--- config.mk ---
export PLATFORM = sky130hd
export DESIGN_NAME = stp_timer
export DESIGN_NICKNAME = d
export VERILOG_FILES = /design/src/hw/stp_pkg.sv /design/src/hw/stp_edge_if.sv /design/src/hw/stp_pin_sync.sv /design/src/hw/stp_timer.sv
export SDC_FILE = /design/constraint.sdc
export NUM_CORES = 1
export LEC_CHECK = 0
export BUFFER_PORTS_ARGS = -buffer_cell sky130_fd_sc_hd__buf_2
export CAP_MARGIN = 20
export CORE_ASPECT_RATIO = 0.75
export CORE_MARGIN = 4
export CORE_UTILIZATION = 30
export DETAILED_ROUTE_END_ITERATION = 8
export GPL_ROUTABILITY_DRIVEN = 0
export SKIP_CTS_REPAIR_TIMING = 1
export SLEW_MARGIN = 20
export SYNTH_ARGS = -nofsm -noshare
export SYNTH_HDL_FRONTEND = slang
export SYNTH_HIERARCHICAL = 1
export SYNTH_SLANG_ARGS = --single-unit
--- constraint.sdc ---
create_clock -name sys_clk -period 3.2 [get_ports sys_clk]
set_clock_uncertainty 0.2 [all_clocks]
set_input_delay 0.48 -clock sys_clk [delete_from_list [all_inputs] [get_ports sys_clk]]
set_output_delay 0.48 -clock sys_clk [all_outputs]
set_load 0.01 [all_outputs]
--- src/hw/stp_pkg.sv ---
// stp_pkg: constants shared by the standard timer pwm / single-pulse block
// assumes: one sys_clk domain, plain register port with one-cycle read latency
package stp_pkg;

  // register offsets on the plain register port
  localparam logic [3:0] ADDR_CTRL0  = 4'h0;  // counter_run
  localparam logic [3:0] ADDR_CTRL1  = 4'h1;  // timer_control_one
  localparam logic [3:0] ADDR_CMPP   = 4'h2;  // compare_p_value
  localparam logic [3:0] ADDR_CMPA_L = 4'h3;  // compare_a_value low byte
  localparam logic [3:0] ADDR_CMPA_H = 4'h4;  // compare_a_value high byte
  localparam logic [3:0] ADDR_CNT_L  = 4'h5;  // counter low byte, read only
  localparam logic [3:0] ADDR_CNT_H  = 4'h6;  // counter high byte, read only
  localparam logic [3:0] ADDR_STAT   = 4'h7;  // match flags, write one to clear

  // field positions in timer_control_one, counter_run and the status register
  localparam int CTL1_MODE_HI   = 7;
  localparam int CTL1_MODE_LO   = 6;
  localparam int CTL1_PIN_HI    = 5;
  localparam int CTL1_PIN_LO    = 4;
  localparam int CTL1_LEVEL     = 3;
  localparam int CTL1_INVERT    = 2;
  localparam int CTL1_SWAP      = 1;
  localparam int CTL1_CLR_SRC   = 0;
  localparam int CTRL0_RUN      = 3;
  localparam int STAT_MATCH_A   = 0;
  localparam int STAT_MATCH_P   = 1;

  // reset values
  localparam logic [7:0]  CTRL1_RST = 8'h00;
  localparam logic [7:0]  CMPP_RST  = 8'h00;
  localparam logic [15:0] CMPA_RST  = 16'h0000;
  localparam logic [15:0] CNT_RST   = 16'h0000;

  // operating_mode_select / pin_action_select codes
  localparam logic [1:0] MODE_PWM     = 2'h2;
  localparam logic [1:0] PIN_INACTIVE = 2'h0;
  localparam logic [1:0] PIN_ACTIVE   = 2'h1;
  localparam logic [1:0] PIN_PWM      = 2'h2;
  localparam logic [1:0] PIN_SINGLE   = 2'h3;

  // synchroniser depth for the external pin
  localparam int SYNC_STAGES = 2;

endpackage : stp_pkg

--- src/hw/stp_edge_if.sv ---
// stp_edge_if: carries the synchronised trigger pin edge from the input stage to the core
// assumes: both ends run on sys_clk
interface stp_edge_if;
  logic rise;   // one-cycle pulse on a low-to-high pin change
  logic level;  // synchronised pin level
  modport src (output rise, output level);
  modport dst (input rise, input level);
endinterface : stp_edge_if

--- src/hw/stp_pin_sync.sv ---
// stp_pin_sync: two-flop synchroniser and edge detector for ext_clock_pin
// assumes: pin is asynchronous to sys_clk; reset asynchronous, active high
module stp_pin_sync (
  input  wire logic sys_clk,
  input  wire logic reset,
  input  wire logic ext_clock_pin,
  stp_edge_if.src   edge_o
);

  // synchroniser plus one stage of history for edge detection
  typedef struct packed {
    logic s1;    // first sync flop, read only by s2
    logic s2;    // second sync flop
    logic prev;  // previous synchronised level
    logic rise;  // registered edge pulse
  } stp_sync_t;

  stp_sync_t sync_ff;
  stp_sync_t nxt_sync;

  // next state: shift pin in, detect rising edge on stable copies
  always_comb begin
    nxt_sync      = sync_ff;
    nxt_sync.s1   = ext_clock_pin;
    nxt_sync.s2   = sync_ff.s1;
    nxt_sync.prev = sync_ff.s2;
    nxt_sync.rise = sync_ff.s2 & ~sync_ff.prev;
  end

  // state register
  always_ff @(posedge sys_clk or posedge reset) begin
    if (reset) begin
      sync_ff <= '0;
    end else begin
      sync_ff <= nxt_sync;
    end
  end

  assign edge_o.rise  = sync_ff.rise;
  assign edge_o.level = sync_ff.s2;

endmodule : stp_pin_sync

--- src/hw/stp_timer.sv ---
// stp_timer: 16-bit standard timer, pwm output and single-pulse output modes
// assumes: sys_clk is the selected timer clock; registers over a plain port
//
// Summary of operation
// [RQ1] swap set: period compare_a, duty compare_p times 256
// [RQ2] pwm counter cleared by period match
// [RQ3] pwm counting continues with forced pin levels
// [RQ4] clear_source_select ignored in pwm mode
// [RQ5] single pulse when mode 10, pins 11
// [RQ6] counter_run rise starts counter, leading edge
// [RQ7] trigger pin edge sets counter_run
// [RQ8] counter_run low gives trailing edge
// [RQ9] compare_a match clears counter_run, stops counter
// [RQ10] compare_a match raises match_a_flag
// [RQ11] single pulse counter zeroed only on restart
// [RQ12] single pulse ignores compare_p, clear select, swap
// [RQ13] software keeps pin_action_select at 11
// [RQ14] software holds counter_run during the pulse
// [RQ15] duty not below period gives full duty
// [RQ16] compare_p matches counter upper eight bits
// [RQ17] counter_run rise restores initial pin level
// [RQ18] level control sets polarity, invert reverses (code ignores invert in single-pulse mode)
// [RQ19] active from clear until duty match
module stp_timer (
  input  wire logic        sys_clk,
  input  wire logic        reset,
  input  wire logic [3:0]  reg_addr,
  input  wire logic [7:0]  reg_wdata,
  input  wire logic        reg_wr,
  input  wire logic        reg_rd,
  output logic      [7:0]  reg_rdata,
  input  wire logic        ext_clock_pin,
  output logic             timer_out,
  output logic             match_a_irq,
  output logic             match_p_irq
);

  stp_edge_if trig_if ();  // synchronised trigger pin

  // trigger pin synchroniser
  stp_pin_sync i_stp_pin_sync (
    .sys_clk       (sys_clk),
    .reset         (reset),
    .ext_clock_pin (ext_clock_pin),
    .edge_o        (trig_if.src)
  );

  // all block state
  typedef struct packed {
    logic        counter_run;      // run bit
    logic        run_prev;         // run bit one cycle back
    logic [7:0]  ctrl1;            // timer_control_one
    logic [7:0]  cmp_p;            // compare_p_value
    logic [15:0] cmp_a;            // compare_a_value
    logic [15:0] count;            // up counter
    logic        wave;             // internal waveform, 1 = active
    logic        pulse;            // single-pulse level, 1 = active
    logic        flag_a;           // match_a_flag
    logic        flag_p;           // compare_p match flag
    logic        pin;              // driven output pin
    logic [7:0]  rdata;            // read data
  } stp_state_t;

  stp_state_t st_ff;
  stp_state_t nxt_st;

  // comparator-p match on counter upper bits, zero means overflow
  // taken on the last count below p x 256, so the span is p x 256 clocks
  function automatic logic p_match(input logic [7:0] p, input logic [15:0] c);
    if (p == 8'h00) begin
      p_match = (c == 16'hFFFF);
    end else begin
      p_match = (c[15:8] == p - 8'h01) && (c[7:0] == 8'hFF);  // RQ16
    end
  endfunction : p_match

  // comparator-a match, all sixteen bits, zero means overflow
  function automatic logic a_match(input logic [15:0] a, input logic [15:0] c);
    if (a == 16'h0000) begin
      a_match = (c == 16'hFFFF);
    end else begin
      a_match = (c == a - 16'h0001);
    end
  endfunction : a_match

  // decoded control fields
  logic [1:0] mode_sel;   // operating_mode_select
  logic [1:0] pin_sel;    // pin_action_select
  logic       lvl_ctl;    // output_level_control
  logic       inv;        // output_invert
  logic       swap;       // duty_period_swap
  logic       single;     // single-pulse mode active
  logic       run_rise;   // counter_run low-to-high this cycle
  logic       hit_a;      // comparator-a match at this count
  logic       hit_p;      // comparator-p match at this count
  logic       per_hit;    // period match in pwm mode
  logic       duty_hit;   // duty match in pwm mode
  logic       duty_full;  // duty at or beyond period
  logic [16:0] duty_len;  // duty length in clocks
  logic [16:0] per_len;   // period length in clocks
  logic       act_lvl;    // waveform level before polarity
  logic       pin_lvl;    // pin level

  always_comb begin
    mode_sel = {st_ff.ctrl1[stp_pkg::CTL1_MODE_HI], st_ff.ctrl1[stp_pkg::CTL1_MODE_LO]};
    pin_sel  = {st_ff.ctrl1[stp_pkg::CTL1_PIN_HI], st_ff.ctrl1[stp_pkg::CTL1_PIN_LO]};
    lvl_ctl  = st_ff.ctrl1[stp_pkg::CTL1_LEVEL];
    inv      = st_ff.ctrl1[stp_pkg::CTL1_INVERT];
    swap     = st_ff.ctrl1[stp_pkg::CTL1_SWAP];
    single   = (mode_sel == stp_pkg::MODE_PWM) && (pin_sel == stp_pkg::PIN_SINGLE);  // RQ5
    run_rise = st_ff.counter_run & ~st_ff.run_prev;
    hit_a    = a_match(st_ff.cmp_a, st_ff.count);
    hit_p    = p_match(st_ff.cmp_p, st_ff.count);
    // lengths in clocks; zero values mean the full 65536 range
    duty_len = (st_ff.cmp_p == 8'h00) ? 17'h10000 : {1'b0, st_ff.cmp_p, 8'h00};
    per_len  = (st_ff.cmp_a == 16'h0000) ? 17'h10000 : {1'b0, st_ff.cmp_a};
    if (!swap) begin
      duty_len = (st_ff.cmp_a == 16'h0000) ? 17'h10000 : {1'b0, st_ff.cmp_a};
      per_len  = (st_ff.cmp_p == 8'h00) ? 17'h10000 : {1'b0, st_ff.cmp_p, 8'h00};
    end
    // period source picked by swap only, clear select ignored
    per_hit   = swap ? hit_a : hit_p;  // RQ2 RQ4
    duty_hit  = swap ? hit_p : hit_a;  // RQ1
    duty_full = (duty_len >= per_len);  // RQ15
    act_lvl   = single ? st_ff.pulse : st_ff.wave;
    // polarity: level control picks active level, invert reverses pwm
    pin_lvl   = lvl_ctl ? act_lvl : ~act_lvl;  // RQ18
    if (!single && inv) begin
      pin_lvl = ~pin_lvl;  // RQ18
    end
  end

  // next-state logic
  always_comb begin
    nxt_st          = st_ff;
    nxt_st.run_prev = st_ff.counter_run;
    nxt_st.rdata    = 8'h00;

    // register writes
    if (reg_wr) begin
      unique case (reg_addr)
        stp_pkg::ADDR_CTRL0:  nxt_st.counter_run = reg_wdata[stp_pkg::CTRL0_RUN];
        stp_pkg::ADDR_CTRL1:  nxt_st.ctrl1 = reg_wdata;
        stp_pkg::ADDR_CMPP:   nxt_st.cmp_p = reg_wdata;
        stp_pkg::ADDR_CMPA_L: nxt_st.cmp_a[7:0] = reg_wdata;
        stp_pkg::ADDR_CMPA_H: nxt_st.cmp_a[15:8] = reg_wdata;
        stp_pkg::ADDR_STAT: begin
          if (reg_wdata[stp_pkg::STAT_MATCH_A]) begin
            nxt_st.flag_a = 1'b0;
          end
          if (reg_wdata[stp_pkg::STAT_MATCH_P]) begin
            nxt_st.flag_p = 1'b0;
          end
        end
        default: ;
      endcase
    end

    // trigger pin edge sets the run bit in single-pulse mode
    if (single && trig_if.rise) begin
      nxt_st.counter_run = 1'b1;  // RQ7
    end

    if (run_rise) begin
      // restart: counter zeroed, pin back to initial state
      nxt_st.count = stp_pkg::CNT_RST;  // RQ6 RQ11
      nxt_st.wave  = 1'b1;               // RQ17 RQ19
      nxt_st.pulse = 1'b1;               // RQ6 RQ17
    end else if (st_ff.counter_run) begin
      if (single) begin
        // single pulse: only comparator a matters
        nxt_st.count = st_ff.count + 16'h0001;  // RQ12
        if (hit_a) begin
          nxt_st.counter_run = 1'b0;  // RQ9
          nxt_st.pulse       = 1'b0;  // RQ9
          nxt_st.flag_a      = 1'b1;  // RQ10
        end
      end else begin
        // pwm: counting runs whatever pin_action_select forces
        if (per_hit) begin
          nxt_st.count = stp_pkg::CNT_RST;  // RQ2 RQ3
          nxt_st.wave  = 1'b1;               // RQ19
        end else begin
          nxt_st.count = st_ff.count + 16'h0001;
          if (duty_hit && !duty_full) begin
            nxt_st.wave = 1'b0;  // RQ19
          end
        end
        if (hit_a) begin
          nxt_st.flag_a = 1'b1;
        end
        if (hit_p) begin
          nxt_st.flag_p = 1'b1;
        end
      end
    end

    // run bit low ends the pulse at once
    if (!nxt_st.counter_run) begin
      nxt_st.pulse = 1'b0;  // RQ8
    end

    // pin drive by pin_action_select
    unique case (pin_sel)
      stp_pkg::PIN_INACTIVE: nxt_st.pin = ~lvl_ctl ^ (inv & ~single);  // RQ3
      stp_pkg::PIN_ACTIVE:   nxt_st.pin = lvl_ctl ^ (inv & ~single);   // RQ3
      stp_pkg::PIN_PWM:      nxt_st.pin = pin_lvl;
      stp_pkg::PIN_SINGLE:   nxt_st.pin = pin_lvl;
    endcase
    if (mode_sel != stp_pkg::MODE_PWM) begin
      nxt_st.pin = 1'b0;
    end

    // register reads, data shown next cycle
    if (reg_rd) begin
      unique case (reg_addr)
        stp_pkg::ADDR_CTRL0:  nxt_st.rdata = {4'h0, st_ff.counter_run, 3'h0};
        stp_pkg::ADDR_CTRL1:  nxt_st.rdata = st_ff.ctrl1;
        stp_pkg::ADDR_CMPP:   nxt_st.rdata = st_ff.cmp_p;
        stp_pkg::ADDR_CMPA_L: nxt_st.rdata = st_ff.cmp_a[7:0];
        stp_pkg::ADDR_CMPA_H: nxt_st.rdata = st_ff.cmp_a[15:8];
        stp_pkg::ADDR_CNT_L:  nxt_st.rdata = st_ff.count[7:0];
        stp_pkg::ADDR_CNT_H:  nxt_st.rdata = st_ff.count[15:8];
        stp_pkg::ADDR_STAT:   nxt_st.rdata = {6'h00, st_ff.flag_p, st_ff.flag_a};
        default:              nxt_st.rdata = 8'h00;
      endcase
    end
  end

  // state register
  always_ff @(posedge sys_clk or posedge reset) begin
    if (reset) begin
      st_ff       <= '0;
      st_ff.ctrl1 <= stp_pkg::CTRL1_RST;
      st_ff.cmp_p <= stp_pkg::CMPP_RST;
      st_ff.cmp_a <= stp_pkg::CMPA_RST;
      st_ff.count <= stp_pkg::CNT_RST;
    end else begin
      st_ff <= nxt_st;
    end
  end

  // outputs straight from flops
  assign reg_rdata   = st_ff.rdata;
  assign timer_out   = st_ff.pin;
  assign match_a_irq = st_ff.flag_a;
  assign match_p_irq = st_ff.flag_p;

endmodule : stp_timer

==> qor.csv <==
metric,value,unit
status,"complete, no violations",
Site Rows,38,
Stages on worst setup path,12,
fillers,1462,
Logic pwr share,36.4,%
most frequent cells in the layout,"dfrtp_1 (66), buf_4 (42), nand2_1 (34)",
Setup CP Type,reg -> reg,
Post-synth EDFFs,0,
DIE AREA,17500,um^2
Avg Vias per Cell,5.58,
clk root buf,clkbuf_16,
DR DRC count,0,
Die Y,115,um
clock sink count,67,
crit path cell chain,"inv_1, ha_2, nor3b_2, buf_4, and3_1, and3_1, o32ai_4, nor4_4, buf_4, o211a_4, or4_1, o21ai_1",
Detailed Place HPWL,11.0,mm
setup_tns,0,ns
R2R Path Start,st_ff[29],
"commonest non-fill, non-tap cell in the layout",dfrtp_1,
CTS max path bufs,2,
final core utilization,37.4,%
Top delay family on crit path,simple AND/OR/NAND/NOR gates,
warnings from Yosys,6,
clock-pin slew on the worst setup and hold paths,0.06,ns
CP required,3.26,ns
synthesized cell area,4610,um^2
Total GRT Usage,17.0,%
Pint,2.27,mW
syn avg cell area,9.21,um^2
Initial Util,31.2,%
initial antenna violation count,0,
post-synthesis cell count,501,
number of global-route vias before repair,3952,
leak pwr,2.36,nW
Final Hold Viols,0,
Crit-path slowest cell,or4_1,
pin count of the biggest net entering global routing,40,
crit path to,st_ff[23],
crit path time final,3.11,ns
clock latency on the worst-skew pair,0.35,ns
CTS tree,done,
"Seq/Total Area, Yosys",36.3,%
post-route cell area,5530,um^2
die width,151,um
crit path launch,st_ff[29],
via count,4149,
first-pass GRT wire length,22.6,mm
Max-cap violations,0,
VDD IR max,0.352,mV
max-slew violations,0,
area delta synth->final,19.8,%
clock share of power,31.1,%
CTS Buf Count,9,
#FFs+latches synth,67,
worst slew pin tran,0.576,ns
critical path arrival,3.17,ns
diode count,0,
Worst setup EP type,flip-flop,
nets,569,
Worst R2R Path Depth,12,
type of origin of the critical path,flip-flop,
dpl cell area,5090,um^2
R2R Path End,st_ff[23],
post-synth net total,531,
PwrDens,657,nW/um^2
asr flop ratio synth,100,%
RSZ-0062 raised after global routing,yes,
final setup violation count,0,
post-route ant nets,0,
register area,1680,um^2
sw frac,37.5,%
"slowest stage delay, CP",0.46,ns
Synth area leader,dfrtp_1,
Final Cycle Share,97.2,%
WL final,14.4,mm
First DRT Iteration DRCs,484,
top-level port count,28,
Post-synth top flop,dfrtp_1,
Bufs and invs on worst path,3,
relative slew slack,61.5,%
crit path max fanout,9,
TritonRoute pass-1 iters,5,
fraction of layout cells with a size suffix above 1,25.9,%
"top cells by area, synth","dfrtp_1 (36%), mux2_2 (8.1%), xnor2_1 (4.4%), ha_1 (3.5%), mux2i_1 (2.8%)",
gr ovfl total,0,
Fmax,321,MHz
htree depth,3,
Core Area,14800,um^2
Hold Path Class,in -> reg,
Synth top area share,36.3,%
routed wire length per instance,19.3,um
NetSw,1.36,mW
part of the power in registers,32.4,%
Multi-input gate area,2730,um^2
flop2flop setup slack,0.09,ns
Buffers on Ports,27,
Netlist cell types,64,
-- area by class of cell --
cell class                      instances  share of cell area (%)
Clock buffer                            9                    4.07
Clock inverter                          7                    1.90
Inverter                               22                    1.49
Multi-Input combinational cell        369                    49.3
Sequential cell                        67                    30.4
Tap cell                              200                    4.53
Timing Repair Buffer                   70                    8.33
-- power by group through the flow --
stage                     combinational (mW)  clock, mW  sequential, mW
after global routing                    1.45       1.20            1.19
after CTS                               1.25       1.14            1.17
after detailed placement                1.24          0            1.18
after global placement                  1.22          0            1.18
final                                   1.32       1.13            1.18
after floorplan                        0.860          0            1.11
-- flip-flops by register name, summed over array words and instances (netlist names) --
signal                       flops
lvl_ctl                          1
match_p_irq                      1
nxt_st                           1
st_ff                           45
i_stp_pin_sync/nxt_sync          1
timer_out                        1
mode_sel                         2
i_stp_pin_sync/edge_o.level      1
match_a_irq                      1
reg_rdata                        8
i_stp_pin_sync/sync_ff           1
pin_sel                          2
inv                              1
i_stp_pin_sync/edge_o.rise       1
-- kinds of logic (layout without fill, tap and decap cells) --
| logic type | count (synthesis) | in the layout | share of synthesized area [%] |
|---|---|---|---|
| simple gates | 165 | 165 | 19.4 |
| compound gates | 105 | 106 | 15.4 |
| flops | 67 | 67 | 36.3 |
| buf+inv | 66 | 108 | 6.43 |
| mux | 48 | 48 | 11.8 |
| xor+xnor | 37 | 37 | 7.02 |
| fa+ha+maj | 13 | 13 | 3.53 |
-- worst min-delay path by stage --
stage                                     from                           to  slack, ns  cells past startpoint
finish                           ext_clock_pin   i_stp_pin_sync/nxt_sync[2]       0.04                      1
global route                     ext_clock_pin   i_stp_pin_sync/nxt_sync[2]       0.03                      1
CTS                                      reset   i_stp_pin_sync/nxt_sync[2]      -0.18                      2
detailed placement  i_stp_pin_sync/nxt_sync[2]  i_stp_pin_sync/edge_o.level       0.14                      0
global placement    i_stp_pin_sync/nxt_sync[2]  i_stp_pin_sync/edge_o.level       0.14                      0
floorplan                                reset  i_stp_pin_sync/edge_o.level       0.05                      1
-- per-layer routing --
| layer | vias to the layer above | GRT usage (%) | routed length, um |
|---|---|---|---|
| met5 | - | 0 | 0 |
| met3 | 27 | 5.52 | 1350 |
| li1 | 1889 | - | - |
| met4 | 0 | 4.11 | 241 |
| met1 | 2035 | 25.9 | 6900 |
| met2 | 198 | 22.9 | 5850 |
-- synth_stat cells, types with 5 or more instances --
library cell and number:
mux2i_1 13, nand2_1 34, a22oi_1 6, dfrtp_1 67, nand3_1 22, buf_4 8
a21oi_1 25, nor2b_1 8, inv_1 22, xor2_1 14, o21ai_0 20, and3_1 9
ha_1 13, buf_1 5, mux2_2 33, clkbuf_1 26, nand4_1 11, a31oi_1 6
a22o_1 9, nor3_1 14, xnor2_1 23, nand2b_1 6, nor2_1 32
-- per-stage QoR --
step	cells	worst slack (ns)	power (mW)	hold slack [ns]
after floorplan	501	0.121	1.97	0.0461
after global placement	724	0.0949	2.40	0.137
after detailed placement	724	0.0428	2.42	0.140
after CTS	740	0.0320	3.56	-0.177
after global routing	744	-0.0333	3.84	0.0293
final	744	0.0887	3.63	0.0446
Power figures use the tool's default switching activity.
